`config.mk`:
```
export PLATFORM = sky130hd
export DESIGN_NAME = pcie_aer_serial_regs
export DESIGN_NICKNAME = d
export VERILOG_FILES = /design/src/hdl/aer_regs_pkg.sv /design/src/hdl/pcie_aer_serial_regs.sv /design/src/hdl/serial_number_map.sv
export SDC_FILE = /design/constraint.sdc
export NUM_CORES = 1
export LEC_CHECK = 0
export BUFFER_PORTS_ARGS = -buffer_cell sky130_fd_sc_hd__buf_2
export CORE_AREA = 5 5 167 169
export DETAILED_ROUTE_END_ITERATION = 8
export DIE_AREA = 0 0 172 174
export PLACE_DENSITY = 0.76
export REMOVE_ABC_BUFFERS = 1
export SYNTH_ARGS = -nofsm -noshare
export SYNTH_HDL_FRONTEND = slang
export SYNTH_SLANG_ARGS = --single-unit
```
`constraint.sdc`:
```
create_clock -name clock -period 2.1 [get_ports clock]
set_clock_uncertainty 0.05 [all_clocks]
set_input_delay 0.21 -clock clock [delete_from_list [all_inputs] [get_ports clock]]
set_output_delay 0.21 -clock clock [all_outputs]
set_load 0.01 [all_outputs]
```
`src/hdl/aer_regs_pkg.sv`:
```
// constants for the error reporting and serial number register block
package aer_regs_pkg;

  // configuration byte offsets
  localparam logic [11:0] AER_HEADER_OFFSET      = 12'h100;
  localparam logic [11:0] UNCORR_STATUS_OFFSET   = 12'h104;
  localparam logic [11:0] UNCORR_MASK_OFFSET     = 12'h108;
  localparam logic [11:0] UNCORR_SEVERITY_OFFSET = 12'h10C;
  localparam logic [11:0] CORR_STATUS_OFFSET     = 12'h110;
  localparam logic [11:0] CORR_MASK_OFFSET       = 12'h114;
  localparam logic [11:0] CAP_CONTROL_OFFSET     = 12'h118;
  localparam logic [11:0] HEADER_LOG_OFFSET      = 12'h11C;
  localparam logic [11:0] SERIAL_HEADER_OFFSET   = 12'h140;
  localparam logic [11:0] SERIAL_LOW_OFFSET      = 12'h144;
  localparam logic [11:0] SERIAL_HIGH_OFFSET     = 12'h148;
  localparam logic [11:0] HINT_HEADER_OFFSET     = 12'h1A0;

  // capability headers: id, version, next pointer
  localparam logic [31:0] AER_HEADER_VALUE    = 32'h1402_0001;
  localparam logic [31:0] SERIAL_HEADER_VALUE = 32'h1A01_0003;
  localparam logic [31:0] HINT_HEADER_VALUE   = 32'h1C01_0017;

  // implemented uncorrectable bits 4 and 12..20
  localparam logic [31:0] UNCORR_IMPL_BITS    = 32'h001F_F010;
  localparam logic [31:0] UNCORR_MASK_RESET   = 32'h0000_0000;
  localparam logic [31:0] SEVERITY_RESET      = 32'h0006_2010;
  localparam logic [31:0] SEVERITY_FIXED_ONES = 32'h0000_0001;

  // implemented correctable bits 0, 6..8, 12, 13
  localparam logic [31:0] CORR_IMPL_BITS  = 32'h0000_31C1;
  localparam logic [31:0] CORR_MASK_RESET = 32'h0000_2000;

  // capability and control field positions
  localparam int FIRST_ERROR_MSB = 4;
  localparam int ECRC_GEN_CAP    = 5;
  localparam int ECRC_GEN_EN     = 6;
  localparam int ECRC_CHK_CAP    = 7;
  localparam int ECRC_CHK_EN     = 8;

  // serial number layout
  localparam logic [15:0] SERIAL_LABEL = 16'hFFFF;

endpackage : aer_regs_pkg

```
`src/hdl/pcie_aer_serial_regs.sv`:
```
// error reporting and serial number configuration registers
module pcie_aer_serial_regs
  import aer_regs_pkg::*;
#(
  parameter int LOG_WIDTH = 128
)(
  // clock and resets
  input  wire logic                 clock,
  input  wire logic                 reset_n,
  input  wire logic                 hot_reset_n,
  // configuration access
  input  wire logic                 cfg_read,
  input  wire logic                 cfg_write,
  input  wire logic [11:0]          cfg_addr,
  input  wire logic [3:0]           cfg_byte_en,
  input  wire logic [31:0]          cfg_wdata,
  output logic      [31:0]          cfg_rdata,
  output logic                      cfg_rdata_valid,
  // error events from the link logic
  input  wire logic [31:0]          uncorr_event,
  input  wire logic [31:0]          corr_event,
  input  wire logic [LOG_WIDTH-1:0] error_header,
  // stored address
  input  wire logic [47:0]          mac_address,
  // error message requests and ecrc controls
  output logic                      report_fatal,
  output logic                      report_nonfatal,
  output logic                      report_correctable,
  output logic                      ecrc_gen_enable,
  output logic                      ecrc_check_enable
);

  if (LOG_WIDTH != 128) begin : g_log_width
    $error("header log must be 128 bits");
  end

  localparam int LOG_WORDS = LOG_WIDTH / 32;

  logic [31:0]          uncorr_status;
  logic [31:0]          uncorr_mask;
  logic [31:0]          uncorr_severity;
  logic [31:0]          corr_status;
  logic [31:0]          corr_mask;
  logic [4:0]           first_error;
  logic [LOG_WIDTH-1:0] header_log;
  logic [63:0]          serial_number;
  logic [31:0]          write_bits;
  logic [31:0]          byte_mask;
  logic [31:0]          uncorr_new;
  logic [31:0]          corr_new;
  logic                 wr_uncorr_status;
  logic                 wr_uncorr_mask;
  logic                 wr_severity;
  logic                 wr_corr_status;
  logic                 wr_corr_mask;
  logic                 wr_control;
  logic [4:0]           next_first_error;
  logic                 log_capture;
  logic [31:0]          read_value;

  serial_number_map serial_map (
    .mac_address   (mac_address),
    .serial_number (serial_number)
  );

  // byte enables widened to a bit mask of written ones
  always_comb begin
    byte_mask  = {{8{cfg_byte_en[3]}}, {8{cfg_byte_en[2]}},
                  {8{cfg_byte_en[1]}}, {8{cfg_byte_en[0]}}};
    write_bits = byte_mask & cfg_wdata;
  end

  assign wr_uncorr_status = cfg_write && cfg_addr == UNCORR_STATUS_OFFSET;
  assign wr_uncorr_mask   = cfg_write && cfg_addr == UNCORR_MASK_OFFSET;
  assign wr_severity      = cfg_write && cfg_addr == UNCORR_SEVERITY_OFFSET;
  assign wr_corr_status   = cfg_write && cfg_addr == CORR_STATUS_OFFSET;
  assign wr_corr_mask     = cfg_write && cfg_addr == CORR_MASK_OFFSET;
  assign wr_control       = cfg_write && cfg_addr == CAP_CONTROL_OFFSET;

  // only implemented sources reach the status bits
  assign uncorr_new = uncorr_event & UNCORR_IMPL_BITS;
  assign corr_new   = corr_event & CORR_IMPL_BITS;

  // uncorrectable status: sticky, set wins over write-one clear
  always_ff @(posedge clock) begin
    if (!reset_n) begin
      uncorr_status <= 32'h0000_0000;
    end else begin
      uncorr_status <= (uncorr_status
                       & ~(wr_uncorr_status ? write_bits : 32'h0000_0000))
                       | uncorr_new;
    end
  end

  // uncorrectable mask, writable implemented bits only
  always_ff @(posedge clock) begin
    if (!reset_n) begin
      uncorr_mask <= UNCORR_MASK_RESET;
    end else if (wr_uncorr_mask) begin
      uncorr_mask <= (uncorr_mask & ~(UNCORR_IMPL_BITS & byte_mask))
                     | (write_bits & UNCORR_IMPL_BITS);
    end
  end

  // severity, writable implemented bits only
  always_ff @(posedge clock) begin
    if (!reset_n) begin
      uncorr_severity <= SEVERITY_RESET;
    end else if (wr_severity) begin
      uncorr_severity <= (uncorr_severity
                         & ~(UNCORR_IMPL_BITS & byte_mask))
                         | (write_bits & UNCORR_IMPL_BITS);
    end
  end

  // correctable status: sticky, set wins over write-one clear
  always_ff @(posedge clock) begin
    if (!reset_n) begin
      corr_status <= 32'h0000_0000;
    end else begin
      corr_status <= (corr_status
                     & ~(wr_corr_status ? write_bits : 32'h0000_0000))
                     | corr_new;
    end
  end

  // correctable mask
  always_ff @(posedge clock) begin
    if (!reset_n) begin
      corr_mask <= CORR_MASK_RESET;
    end else if (wr_corr_mask) begin
      corr_mask <= (corr_mask & ~(CORR_IMPL_BITS & byte_mask))
                   | (write_bits & CORR_IMPL_BITS);
    end
  end

  // ecrc enables, sticky
  always_ff @(posedge clock) begin
    if (!reset_n) begin
      ecrc_gen_enable   <= 1'b0;
      ecrc_check_enable <= 1'b0;
    end else if (wr_control && cfg_byte_en[0]) begin
      ecrc_gen_enable <= cfg_wdata[ECRC_GEN_EN];
    end
    if (reset_n && wr_control && cfg_byte_en[1]) begin
      ecrc_check_enable <= cfg_wdata[ECRC_CHK_EN];
    end
  end

  // lowest newly set source becomes the first error
  always_comb begin
    next_first_error = 5'h00;
    for (int i = 31; i >= 0; i--) begin
      if (uncorr_new[i]) begin
        next_first_error = 5'(i);
      end
    end
  end

  // capture only when no uncorrectable error is pending
  assign log_capture = (|uncorr_new) && !(|uncorr_status);

  always_ff @(posedge clock) begin
    if (!reset_n) begin
      first_error <= 5'h00;
    end else if (log_capture) begin
      first_error <= next_first_error;
    end
  end

  always_ff @(posedge clock) begin
    if (!reset_n) begin
      header_log <= '0;
    end else if (log_capture) begin
      header_log <= error_header;
    end
  end

  // message requests, gated by mask; status is not
  always_ff @(posedge clock) begin
    if (!reset_n || !hot_reset_n) begin
      report_fatal       <= 1'b0;
      report_nonfatal    <= 1'b0;
      report_correctable <= 1'b0;
    end else begin
      report_fatal       <= |(uncorr_new & ~uncorr_mask
                              & uncorr_severity);
      report_nonfatal    <= |(uncorr_new & ~uncorr_mask
                              & ~uncorr_severity);
      report_correctable <= |(corr_new & ~corr_mask);
    end
  end

  // read multiplexer
  always_comb begin
    read_value = 32'h0000_0000;
    unique case (cfg_addr)
      AER_HEADER_OFFSET:      read_value = AER_HEADER_VALUE;
      UNCORR_STATUS_OFFSET:   read_value = uncorr_status;
      UNCORR_MASK_OFFSET:     read_value = uncorr_mask;
      UNCORR_SEVERITY_OFFSET: read_value = uncorr_severity
                                           | SEVERITY_FIXED_ONES;
      CORR_STATUS_OFFSET:     read_value = corr_status;
      CORR_MASK_OFFSET:       read_value = corr_mask;
      CAP_CONTROL_OFFSET: begin
        read_value[FIRST_ERROR_MSB:0] = first_error;
        read_value[ECRC_GEN_CAP]      = 1'b1;
        read_value[ECRC_GEN_EN]       = ecrc_gen_enable;
        read_value[ECRC_CHK_CAP]      = 1'b1;
        read_value[ECRC_CHK_EN]       = ecrc_check_enable;
        // bits 9..11 stay zero
      end
      SERIAL_HEADER_OFFSET:   read_value = SERIAL_HEADER_VALUE;
      SERIAL_LOW_OFFSET:      read_value = serial_number[31:0];
      SERIAL_HIGH_OFFSET:     read_value = serial_number[63:32];
      HINT_HEADER_OFFSET:     read_value = HINT_HEADER_VALUE;
      default: begin
        for (int w = 0; w < LOG_WORDS; w++) begin
          if (cfg_addr == HEADER_LOG_OFFSET + 12'(4 * w)) begin
            read_value = header_log[32*w +: 32];
          end
        end
      end
    endcase
  end

  // read data one cycle after the request
  always_ff @(posedge clock) begin
    if (!reset_n || !hot_reset_n) begin
      cfg_rdata       <= 32'h0000_0000;
      cfg_rdata_valid <= 1'b0;
    end else begin
      cfg_rdata_valid <= cfg_read;
      if (cfg_read) begin
        cfg_rdata <= read_value;
      end
    end
  end

  // checks
  chk_uncorr_set: assert property (
    @(posedge clock) disable iff (!reset_n)
    uncorr_event[12] |=> uncorr_status[12])
    else $error("uncorrectable status bit not set by its event");

  chk_unimpl_zero: assert property (
    @(posedge clock) disable iff (!reset_n)
    (uncorr_status & ~UNCORR_IMPL_BITS) == 32'h0000_0000
    && (uncorr_mask & ~UNCORR_IMPL_BITS) == 32'h0000_0000
    && (uncorr_severity & ~UNCORR_IMPL_BITS) == 32'h0000_0000)
    else $error("unsupported uncorrectable bit became set");

  chk_mask_blocks: assert property (
    @(posedge clock) disable iff (!reset_n)
    ((uncorr_new & ~uncorr_mask) == 32'h0000_0000 && hot_reset_n)
    |=> !report_fatal && !report_nonfatal)
    else $error("masked uncorrectable error was reported");

  chk_fatal_route: assert property (
    @(posedge clock) disable iff (!reset_n)
    (hot_reset_n && uncorr_new[18] && !uncorr_mask[18]
     && uncorr_severity[18]) |=> report_fatal)
    else $error("fatal error not reported as fatal");

  chk_nonfatal_route: assert property (
    @(posedge clock) disable iff (!reset_n)
    (hot_reset_n && uncorr_new[14] && !uncorr_mask[14]
     && !uncorr_severity[14]) |=> report_nonfatal)
    else $error("non-fatal error not reported as non-fatal");

  chk_severity_read: assert property (
    @(posedge clock) disable iff (!reset_n || !hot_reset_n)
    (cfg_read && cfg_addr == UNCORR_SEVERITY_OFFSET)
    |=> cfg_rdata[3:0] == 4'h1 && !cfg_rdata[5]
        && cfg_rdata[25:21] == 5'h00)
    else $error("severity read showed a fixed bit wrong");

  chk_w1c_clear: assert property (
    @(posedge clock) disable iff (!reset_n)
    (wr_corr_status && write_bits[0] && !corr_event[0])
    |=> !corr_status[0])
    else $error("write one did not clear correctable status");

  chk_zero_keeps: assert property (
    @(posedge clock) disable iff (!reset_n)
    (wr_corr_status && !write_bits[6] && corr_status[6])
    |=> corr_status[6])
    else $error("write zero changed correctable status");

  chk_corr_mask: assert property (
    @(posedge clock) disable iff (!reset_n)
    (hot_reset_n && (corr_new & ~corr_mask) == 32'h0000_0000)
    |=> !report_correctable)
    else $error("masked correctable error was reported");

  chk_corr_report: assert property (
    @(posedge clock) disable iff (!reset_n)
    (hot_reset_n && corr_new[0] && !corr_mask[0])
    |=> report_correctable)
    else $error("unmasked correctable error was not reported");

  chk_ecrc_hold: assert property (
    @(posedge clock) disable iff (!reset_n)
    !wr_control |=> $stable(ecrc_gen_enable) && $stable(ecrc_check_enable))
    else $error("ecrc enable changed without a control write");

  chk_first_held: assert property (
    @(posedge clock) disable iff (!reset_n)
    (|uncorr_status) |=> $stable(first_error) && $stable(header_log))
    else $error("first error pointer moved while errors pending");

  chk_sticky_hot: assert property (
    @(posedge clock) disable iff (!reset_n)
    (!hot_reset_n && !cfg_write && uncorr_new == 32'h0000_0000
     && corr_new == 32'h0000_0000)
    |=> $stable(uncorr_status) && $stable(corr_status)
        && $stable(uncorr_mask) && $stable(first_error))
    else $error("sticky field changed under hot reset");

  chk_read_lat: assert property (@(posedge clock)
    disable iff (!reset_n || !hot_reset_n)
    cfg_read |=> cfg_rdata_valid ##1 !cfg_rdata_valid || $past(cfg_read))
    else $error("read data valid not one cycle after request");

endmodule // pcie_aer_serial_regs

```
`src/hdl/serial_number_map.sv`:
```
// forms the 64-bit serial number from the stored 48-bit address
module serial_number_map
  import aer_regs_pkg::*;
(
  // stored address, byte 0 in bits 7:0
  input  wire logic [47:0] mac_address,
  // serial number, byte 0 in bits 7:0
  output logic      [63:0] serial_number
);

  // address bytes 5..3 first, then the label, then bytes 2..0
  assign serial_number = {mac_address[7:0],
                          mac_address[15:8],
                          mac_address[23:16],
                          SERIAL_LABEL,
                          mac_address[31:24],
                          mac_address[39:32],
                          mac_address[47:40]};

endmodule // serial_number_map

```
==> results of run 1 <==
[synthesized netlist by cell type, drive strengths merged, types with 13 or more instances]
| library cell | count |
|---|---|
| dfxtp | 260 |
| mux2i | 157 |
| nor2b | 146 |
| nand2 | 100 |
| clkbuf | 82 |
| a31oi | 68 |
| o21ai | 68 |
| a21oi | 41 |
| o22ai | 37 |
| a221oi | 35 |
| buf | 32 |
| nor2 | 28 |
| inv | 22 |
| nor3 | 20 |
| and3 | 19 |
| nor4 | 19 |
| nand3 | 18 |
| a21boi | 17 |
| o221a | 16 |
| a22oi | 13 |
[how the worst min path moves through the flow]
stage                                from                      endpoint
after detailed placement    cfg_wdata[23]    corr_status[23]$_SDFF_PN0_
after global routing      mac_address[15]    cfg_rdata[23]$_SDFFE_PP0P_
after CTS                 mac_address[15]    cfg_rdata[23]$_SDFFE_PP0P_
after global placement      cfg_wdata[23]  uncorr_status[23]$_SDFF_PN0_
after floorplan                   reset_n                     flip-flop
final                     mac_address[15]    cfg_rdata[23]$_SDFFE_PP0P_
[registers in the layout (all words and copies together), names as in the netlist, 5 cells and up, named ones only]
register	flops
uncorr_status	32
cfg_rdata	32
corr_status	32
first_error	5
header_log	128
[worst max-delay path, delay by kind of cell, from the launching register on]
family        cells  cell delay [ns]
flops             1             0.34
mux               1             0.27
buf+inv           3             0.56
simple gates      4             0.82
[per-layer routing]
layer,global-route usage,up-vias,wire [µm]
met4,0.123,2,2540
met2,0.521,836,23700
met1,0.411,6207,20100
met5,0,-,13
met3,0.0478,214,4660
li1,-,5932,-
[cells in the final DEF, fill, tap and decap left out, types with 41 or more instances in the layout]
master           n
buf_2          281
dfxtp_1        258
dlygate4sd3_1  183
mux2i_1        151
nor2b_1        145
nand2_1        100
buf_4           98
o21ai_0         68
a31oi_1         68
a21oi_1         41
[logic make-up (layout without fill, tap and decap cells)]
| family | Yosys count | after routing | synth area share |
|---|---|---|---|
| DFF | 261 | 261 | 0.426 |
| and+or+nand+nor | 398 | 398 | 0.182 |
| muxes | 165 | 165 | 0.135 |
| other | 0 | 4 | 0 |
| xor gates and xnor gates | 1 | 1 | 0.000713 |
| AOI/OAI and AO/OA | 368 | 368 | 0.208 |
| buffers and inverters | 136 | 663 | 0.0481 |
[final cells by class]
class	count	area (µm²)	share of cell area
well taps	341	427	0.0240
clock inverters	15	169	0.00949
clock buffers	36	781	0.0439
repair buffers	590	4550	0.255
flip-flops and latches	261	5240	0.294
diodes	4	10.0	0.000562
multi-input cells	932	6550	0.368
inverters	22	82.6	0.00464
[what timing repair did]
action                                  in CTS  in global routing
gates cloned                                 0                  9
buffers inserted                             0                  1
hold buffers                               183                  0
hold endpoints to repair                   224                  0
pin swaps                                    0                  1
endpoints found under the setup margin       1                130
gates resized for setup                      1                 24
[power by group through the flow]
stage,clock (W),sequential [W],combinational (W)
floorplan,0,0.00518,0.000426
global placement,0,0.00519,0.00107
detailed placement,0,0.00519,0.00108
CTS,0.00512,0.00508,0.00135
global route,0.00536,0.00509,0.00151
finish,0.00513,0.00509,0.00144
[through the flow]
stage | utilization | hold WS, ns | setup TNS, ns | instances | power [W]
3_3_place_gp | 0.557 | 0.355 | -10.00 | 1953 | 0.00626
4_1_cts | 0.663 | 0.00732 | -0.0368 | 2187 | 0.0115
2_1_floorplan | - | 0.222 | -1685.33 | 1215 | 0.00561
5_1_grt | 0.674 | 0.0254 | -8.26 | 2201 | 0.0120
3_5_place_dp | 0.557 | 0.365 | -10.61 | 1953 | 0.00627
6_report | 0.674 | -0.00221 | -0.626 | 2201 | 0.0117
==> results.md, run 1 <==
* Outcome: finished with violations
* Failing checks: hold timing, setup timing
* Max-slew headroom at 0.552
* Initial cell density of the core at 0.465
* Vias in the first global route at 13200
* Gate power share at 0.123
* Core Area at 26400 µm²
* Number of fill cells in the layout at 1948
* PnR worst setup slack at -0.0672 ns
* Max Cap Viol at 0
* Slew of the pin with the lowest slew margin at 0.665 ns
* Die area at 29900 µm²
* Final-report max-slew violation count at 0
* CTS Buf Count at 28
* Final GP Congestion at 0.940
* Post-synth EDFFs at 1
* Die Y at 174 µm
* Most Frequent Cell on Critical Path: buf_8
* Design Area, Final at 17800 µm²
* Max FO, Critical Path at 9
* Post-synth top area share at 0.424
* Vias/cell at 5.99
* Synth cell types at 69
* Largest net degree at the start of global routing at 114
* H-tree depth at 1
* Fraction of registers with async set/reset at 0
* CP Cell Sequence: nor4_2 > buf_4 > nand4_1 > nor3_4 > buf_8 > buf_8 > mux2i_1 > nor2b_1
* Crit path from: uncorr_status[0]$_SDFF_PN0_
* Pre-Repair DR Iteration Count at 6
* Crit-path max cell delay at 0.34 ns
* Flip-flop and latch count after synthesis at 261
* GRT overflow at 0
* Setup violations, final at 31
* RSZ-0062 raised after global routing: true
* Slowest-stage cell, CP: dfxtp_2
* Fmax at 461 MHz
* Post-DP HPWL at 33100 µm
* Worst vdd ir at 548 µV
* Initial antenna violation count at 5
* Critical Path End Type: flip-flop
* Layout cell share with drive strength beyond 1 at 0.276
* Final period util at 1.03
* Row cnt at 60
* FF-to-FF End: header_log[90]$_SDFFE_PN0P_
* Synth warn at 0
* End point of the critical path: header_log[90]$_SDFFE_PN0P_
* Nets@finish at 2128
* DRC violations left at 0
* Worst hold-check path type: input pin to flip-flop
* Leakage at 6.91 nW
* Sink Count at 261
* Root Driver: clkbuf_16
* Syn Std Cell Area at 12300 µm²
* Die width at 172 µm
* DR iter-0 viols at 1798
* Worst EP required at 2.49 ns
* PD cells at 654 nW/µm²
* PortBufs at 282
* Area grow syn2layout at 44.9%
* Crit path kind: flip-flop to flip-flop
* Worst hold slack at -0.00221 ns
* Clock network power share at 0.440
* Placed Area at 14700 µm²
* Clock buffer depth at 3
* # IOs at 331
* Via count at 13200
* Dpl ws at -0.264 ns
* Seq pwr share at 0.436
* Final hold vios at 1
* Mapped Avg Cell Area at 9.25 µm²
* Clock slew at reported path FFs at 0.07 ns
* WL/cell at 23.2 µm
* Sw Share at 0.249
* Cell taking the most area after synthesis: dfxtp_1
* Internal power consumption at 0.00875 W
* WP data arrival at 2.55 ns
* Minimum clock period at 2.17 ns
* Clk Latency, worst-skew pair at 0.57 ns
* TritonCTS clock tree: yes
* Routed WL at 51000 µm
* Syn Inst Count at 1329
* Top cells by area, synth: dfxtp_1 42%, mux2i_1 13%, nor2b_1 7.4%, a31oi_1 3.5%, nand2_1 3.1%
* Worst Reg-to-Reg Cells at 8
* Hold Path Stages at 4
* Net Sw Power at 0.00290 W
* Crit path launch type: flip-flop
* Worst r2r src: uncorr_status[0]$_SDFF_PN0_
* Register area share after synthesis at 0.426
* Post-synth top flop: dfxtp_1
* R2R setup slack at -0.07 ns
* Post-DRT Antenna Nets at 0
* First-pass GRT wire length at 74700 µm
* Gr usage total at 0.314
No activity file was read; power rests on OpenSTA's default activity.
==> run 2, diff against run 1 <==
--- a/config.mk
+++ b/config.mk
@@ -7,10 +7,12 @@
 export LEC_CHECK = 0
 export BUFFER_PORTS_ARGS = -buffer_cell sky130_fd_sc_hd__buf_2
 export CORE_AREA = 5 5 167 169
+export CTS_BUF_LIST = sky130_fd_sc_hd__clkbuf_4 sky130_fd_sc_hd__clkbuf_8 sky130_fd_sc_hd__clkbuf_16
 export DETAILED_ROUTE_END_ITERATION = 8
 export DIE_AREA = 0 0 172 174
 export PLACE_DENSITY = 0.76
 export REMOVE_ABC_BUFFERS = 1
+export SKIP_CTS_REPAIR_TIMING = 1
 export SYNTH_ARGS = -nofsm -noshare
 export SYNTH_HDL_FRONTEND = slang
 export SYNTH_SLANG_ARGS = --single-unit
==> results.md, run 2 (synthesis gave the netlist of run 1 again) <==
* Final GP Congestion at 0.940 (unchanged)
* Slew of the pin with the lowest slew margin at 0.621 ns (was 0.665 ns)
* Max Cap Viol at 0 (unchanged)
* Setup TNS at -0.733 ns (was -0.626 ns)
* Most frequent cells in the layout: 281 x buf_2, 259 x dfxtp_1, 176 x dlygate4sd3_1 (was 281 x buf_2, 258 x dfxtp_1, 183 x dlygate4sd3_1)
* Largest net degree at the start of global routing at 114 (unchanged)
* Die Y at 174 µm (unchanged)
* Dpl ws at -0.264 ns (unchanged)
* Final hold vios at 5 (was 1)
* PortBufs at 282 (unchanged)
* PnR worst setup slack at -0.111 ns (was -0.0672 ns)
* Outcome: finished with violations (unchanged)
* WP data arrival at 2.61 ns (was 2.55 ns)
* DRC violations left at 0 (unchanged)
* Max-slew headroom at 0.582 (was 0.552)
* Post-DRT Antenna Nets at 0 (unchanged)
* First-pass GRT wire length at 67900 µm (was 74700 µm)
* Fmax at 452 MHz (was 461 MHz)
* PD cells at 658 nW/µm² (was 654 nW/µm²)
* Root Driver: clkbuf_16 (unchanged)
* Die area at 29900 µm² (unchanged)
* Clock slew at reported path FFs at 0.06 ns (was 0.07 ns)
* DR iter-0 viols at 1638 (was 1798)
* Worst vdd ir at 543 µV (was 548 µV)
* Clock buffer depth at 3 (unchanged)
* Initial antenna violation count at 6 (was 5)
* Utilization of the core after routing at 0.672 (was 0.674)
* R2R setup slack at -0.11 ns (was -0.07 ns)
* Crit path kind: flip-flop to flip-flop (unchanged)
* Worst hold slack at -0.0294 ns (was -0.00221 ns)
* Routed WL at 51700 µm (was 51000 µm)
* Placed cell count at 1953 (unchanged)
* CTS Buf Count at 28 (unchanged)
* Gr usage total at 0.287 (was 0.314)
* Crit path launch type: flip-flop (unchanged)
* Initial cell density of the core at 0.465 (unchanged)
* Critical Path End Type: flip-flop (unchanged)
* Layout cell share with drive strength beyond 1 at 0.279 (was 0.276)
* Worst EP required at 2.50 ns (was 2.49 ns)
* Reg with most FFs: header_log (unchanged)
* RSZ-0062 raised after global routing: true (unchanged)
* GRT overflow at 0 (unchanged)
* Most common cell after layout, fill and taps aside: buf_2 (unchanged)
* Row cnt at 60 (unchanged)
* Pre-Repair DR Iteration Count at 6 (unchanged)
* Final-report max-slew violation count at 0 (unchanged)
* # IOs at 331 (unchanged)
* Vias in the first global route at 11700 (was 13200)
* Clk Latency, worst-skew pair at 0.56 ns (was 0.57 ns)
* Worst hold-check path type: input pin to flip-flop (unchanged)
* Via count at 13200 (about the same)
* Minimum clock period at 2.21 ns (was 2.17 ns)
* Max reg flops at 128 (unchanged)
* Final period util at 1.05 (was 1.03)
* Failing checks: hold timing, setup timing (unchanged)
* Vias/cell at 6.02 (was 5.99)
* TritonCTS clock tree: yes (unchanged)
* Max FO, Critical Path at 9 (unchanged)
* Die width at 172 µm (unchanged)
* H-tree depth at 1 (unchanged)
* Leakage at 6.89 nW (was 6.91 nW)
* Post-route insts no fill at 2195 (was 2201)
* Area grow syn2layout at 44.4% (was 44.9%)
* Setup violations, final at 24 (was 31)
* Core Area at 26400 µm² (unchanged)
* Nets@finish at 2121 (was 2128)
* WL/cell at 23.5 µm (was 23.2 µm)
* Sink Count at 261 (unchanged)
* Post-DP HPWL at 33100 µm (unchanged)
## run 2: power by group
part	internal [W]	switching, W
clock	0.00303	0.00213
combinational	0.000722	0.000711
sequential	0.00503	0.0000552
total	0.00878	0.00290
## run 2: per-stage QoR
stage | instance area (µm²) | total power (W)
after floorplan | 11800 | 0.00561
after global placement | 14700 | 0.00626
after detailed placement | 14700 | 0.00627
after CTS | 15700 | 0.0113
after global routing | 17700 | 0.0120
final | 17700 | 0.0117
## run 2: worst max-delay path, cell delays in order, from the launching register on
cell,delay [ns]
dfxtp_2,0.34
nor4_2,0.28
buf_4,0.17
nand4_1,0.18
nor3_4,0.24
buf_4,0.26
buf_6,0.20
mux2i_1,0.29
nor2b_1,0.09
## run 2: worst paths after layout
check                           cells after the start                          end                    startpoint
worst max-delay path                                8  header_log[51]$_SDFFE_PN0P_  uncorr_status[22]$_SDFF_PN0_
worst min register to register                      2    corr_status[1]$_SDFF_PN0_     corr_status[1]$_SDFF_PN0_
worst max register to register                      8  header_log[51]$_SDFFE_PN0P_  uncorr_status[22]$_SDFF_PN0_
worst min-delay path                                3   cfg_rdata[28]$_SDFFE_PP0P_                mac_address[4]
## run 2: area by class of cell
cell class | instances | area [µm²]
fillers | 1960 | 8680
multi-input cells | 932 | 6560
flip-flops and latches | 261 | 5240
repair buffers | 583 | 4470
clock buffers | 36 | 792
well taps | 341 | 427
clock inverters | 15 | 169
inverters | 22 | 82.6
diodes | 5 | 12.5
## run 2: routing by layer
metal / GRT usage / share of wire / wire length (µm) / vias up
met1: 0.393 / 0.39 / 20200 / 6230
met3: 0.0453 / 0.094 / 4840 / 173
met5: 0 / 0.00050 / 26 / -
met2: 0.468 / 0.47 / 24500 / 884
met4: 0.0793 / 0.041 / 2140 / 4
li1: - / - / - / 5923
==> run 3, diff against run 2 <==
==> constraint.sdc (replaced) <==
create_clock -name clock -period 2.1 [get_ports clock]
set_clock_uncertainty 0.05 [all_clocks]
set_input_delay 0.315 -clock clock [delete_from_list [all_inputs] [get_ports clock]]
set_output_delay 0.315 -clock clock [all_outputs]
set_load 0.01 [all_outputs]
==> results.md, run 3 (synthesis gave the netlist of run 1 again) <==
* Critical Path End Type: flip-flop (unchanged)
* Crit path from: uncorr_status[26]$_SDFF_PN0_ (was uncorr_status[22]$_SDFF_PN0_)
* Layout cell share with drive strength beyond 1 at 0.306 (was 0.279)
* WL/cell at 22.3 µm (was 23.5 µm)
* DR iter-0 viols at 1365 (was 1638)
* Setup violations, final at 126 (was 24)
* Row cnt at 60 (unchanged)
* Placed cell count at 1973 (was 1953)
* Slowest-stage cell, CP: nor4_1 (was dfxtp_2)
* Die area at 29900 µm² (unchanged)
* Worst EP required at 2.48 ns (was 2.50 ns)
* PnR worst setup slack at -0.168 ns (was -0.111 ns)
* Final period util at 1.08 (was 1.05)
* Die width at 172 µm (unchanged)
* Number of fill cells in the layout at 2223 (was 1960)
* Minimum clock period at 2.27 ns (was 2.21 ns)
* Worst hold-check path type: input pin to flip-flop (unchanged)
* RSZ-0062 raised after global routing: true (unchanged)
* Worst r2r src: uncorr_status[26]$_SDFF_PN0_ (was uncorr_status[22]$_SDFF_PN0_)
* Crit-path max cell delay at 0.42 ns (was 0.34 ns)
* Worst hold slack at -0.0235 ns (was -0.0294 ns)
* Final-report max-slew violation count at 0 (unchanged)
* # IOs at 331 (unchanged)
* Sink Count at 261 (unchanged)
* CP Cell Sequence: nor4_1 > nand4_1 > nor3_4 > buf_6 > buf_12 > clkbuf_16 > mux2i_1 > nor2b_1 (was nor4_2 > buf_4 > nand4_1 > nor3_4 > buf_4 > buf_6 > mux2i_1 > nor2b_1)
* Area grow syn2layout at 35.5% (was 44.4%)
* Routed WL at 46600 µm (was 51700 µm)
* Worst vdd ir at 594 µV (was 543 µV)
* Clock buffer depth at 3 (unchanged)
* Largest net degree at the start of global routing at 74 (was 114)
* Fmax at 441 MHz (was 452 MHz)
* Core Area at 26400 µm² (unchanged)
* Clock slew at reported path FFs at 0.06 ns (about the same)
* Leakage at 6.45 nW (was 6.89 nW)
* Most frequent cells in the layout: 281 x buf_2, 256 x dfxtp_1, 153 x mux2i_1 (was 281 x buf_2, 259 x dfxtp_1, 176 x dlygate4sd3_1)
* Crit path kind: flip-flop to flip-flop (unchanged)
* Max FO, Critical Path at 9 (unchanged)
* Nets@finish at 2012 (was 2121)
* Final GP Congestion at 0.996 (was 0.940)
* Total power at 0.0116 W (was 0.0117 W)
* Pre-Repair DR Iteration Count at 5 (was 6)
* Failing checks: hold timing, setup timing (unchanged)
* Setup TNS at -7.99 ns (was -0.733 ns)
* Root Driver: clkbuf_16 (unchanged)
* First-pass GRT wire length at 67800 µm (was 67900 µm)
* Worst Reg-to-Reg Cells at 8 (unchanged)
* End point of the critical path: header_log[89]$_SDFFE_PN0P_ (was header_log[51]$_SDFFE_PN0P_)
* WP data arrival at 2.65 ns (was 2.61 ns)
* Gr usage total at 0.284 (was 0.287)
* Initial cell density of the core at 0.465 (unchanged)
* R2R setup slack at -0.17 ns (was -0.11 ns)
* Max-slew headroom at 0.494 (was 0.582)
* PortBufs at 282 (unchanged)
* Post-DRT Antenna Nets at 0 (unchanged)
* Initial antenna violation count at 6 (unchanged)
* Die Y at 174 µm (unchanged)
* FF-to-FF End: header_log[89]$_SDFFE_PN0P_ (was header_log[51]$_SDFFE_PN0P_)
* GRT overflow at 0 (unchanged)
* H-tree depth at 1 (unchanged)
* Clk Latency, worst-skew pair at 0.55 ns (was 0.56 ns)
* Max reg flops at 128 (unchanged)
* Slew of the pin with the lowest slew margin at 0.752 ns (was 0.621 ns)
* Post-route insts no fill at 2085 (was 2195)
* Crit path launch type: flip-flop (unchanged)
* Most common cell after layout, fill and taps aside: buf_2 (unchanged)
* Reg with most FFs: header_log (unchanged)
* Post-DP HPWL at 33300 µm (was 33100 µm)
* TritonCTS clock tree: yes (unchanged)
* Vias in the first global route at 12100 (was 11700)
* Dpl ws at -0.442 ns (was -0.264 ns)
* CTS Buf Count at 28 (unchanged)
* Max Cap Viol at 0 (unchanged)
* Vias/cell at 5.97 (was 6.02)
* Outcome: finished with violations (unchanged)
* DRC violations left at 0 (unchanged)
* Via count at 12400 (was 13200)
* PD cells at 695 nW/µm² (was 658 nW/µm²)
* Final hold vios at 48 (was 5)
-- run 3: cell types whose count changed in the layout (fill, tap and decap cells not counted), sizes merged --
cell / before / now
clkinvlp: 3 / 4
buf: 401 / 418
clkbuf: 42 / 44
bufinv: 3 / 4
clkinv: 9 / 6
dlygate4sd3: 176 / 48
-- run 3: routing by layer --
metal,GRT usage,vias up,share of wire
li1,-,5704,-
met1,0.378,5923,0.41
met2,0.457,699,0.46
met3,0.0550,121,0.092
met4,0.104,2,0.039
met5,0,-,0.00028
-- run 3: final cells by class --
| class | count | area [µm²] | area share |
|---|---|---|---|
| flip-flops and latches | 261 | 5240 | 0.315 |
| diodes | 5 | 12.5 | 0.000751 |
| inverters | 22 | 82.6 | 0.00496 |
| well taps | 341 | 427 | 0.0256 |
| repair buffers | 474 | 3370 | 0.202 |
| clock inverters | 14 | 180 | 0.0108 |
| multi-input cells | 932 | 6550 | 0.393 |
| clock buffers | 36 | 797 | 0.0479 |
-- run 3: where the power goes --
part / leakage, nW / switching [W] / internal, W / total, W
logic: 3.86 / 0.000655 / 0.000586 / 0.00124
registers: 2.12 / 0.0000548 / 0.00503 / 0.00508
clock network: 0.478 / 0.00209 / 0.00316 / 0.00525
-- run 3: critical path: cells and delay by family (launching register included) --
kind                   cells  cell delay [ns]
multiplexers               1             0.24
flip-flops                 1             0.34
buffers and inverters      3             0.47
AND/OR/NAND/NOR            4             1.03
-- run 3: worst min path at each step --
| stage | slack, ns | cells after the start | end | from |
|---|---|---|---|---|
| after floorplan | 0.33 | 1 | flip-flop | reset_n |
| after global placement | 0.37 | 2 | corr_status[22]$_SDFF_PN0_ | corr_status[22]$_SDFF_PN0_ |
| after detailed placement | 0.37 | 2 | corr_status[9]$_SDFF_PN0_ | corr_status[9]$_SDFF_PN0_ |
| after CTS | -0.10 | 2 | corr_status[5]$_SDFF_PN0_ | cfg_wdata[5] |
| after global routing | -0.009 | 3 | header_log[108]$_SDFFE_PN0P_ | error_header[108] |
| final | -0.02 | 3 | header_log[32]$_SDFFE_PN0P_ | error_header[32] |
-- run 3: through the flow --
step / area, µm² / hold slack [ns] / util
floorplan: 11800 / 0.327 / -
global placement: 14900 / 0.368 / 0.563
detailed placement: 14900 / 0.372 / 0.563
CTS: 15900 / -0.104 / 0.600
global route: 16600 / -0.00880 / 0.630
finish: 16700 / -0.0235 / 0.630
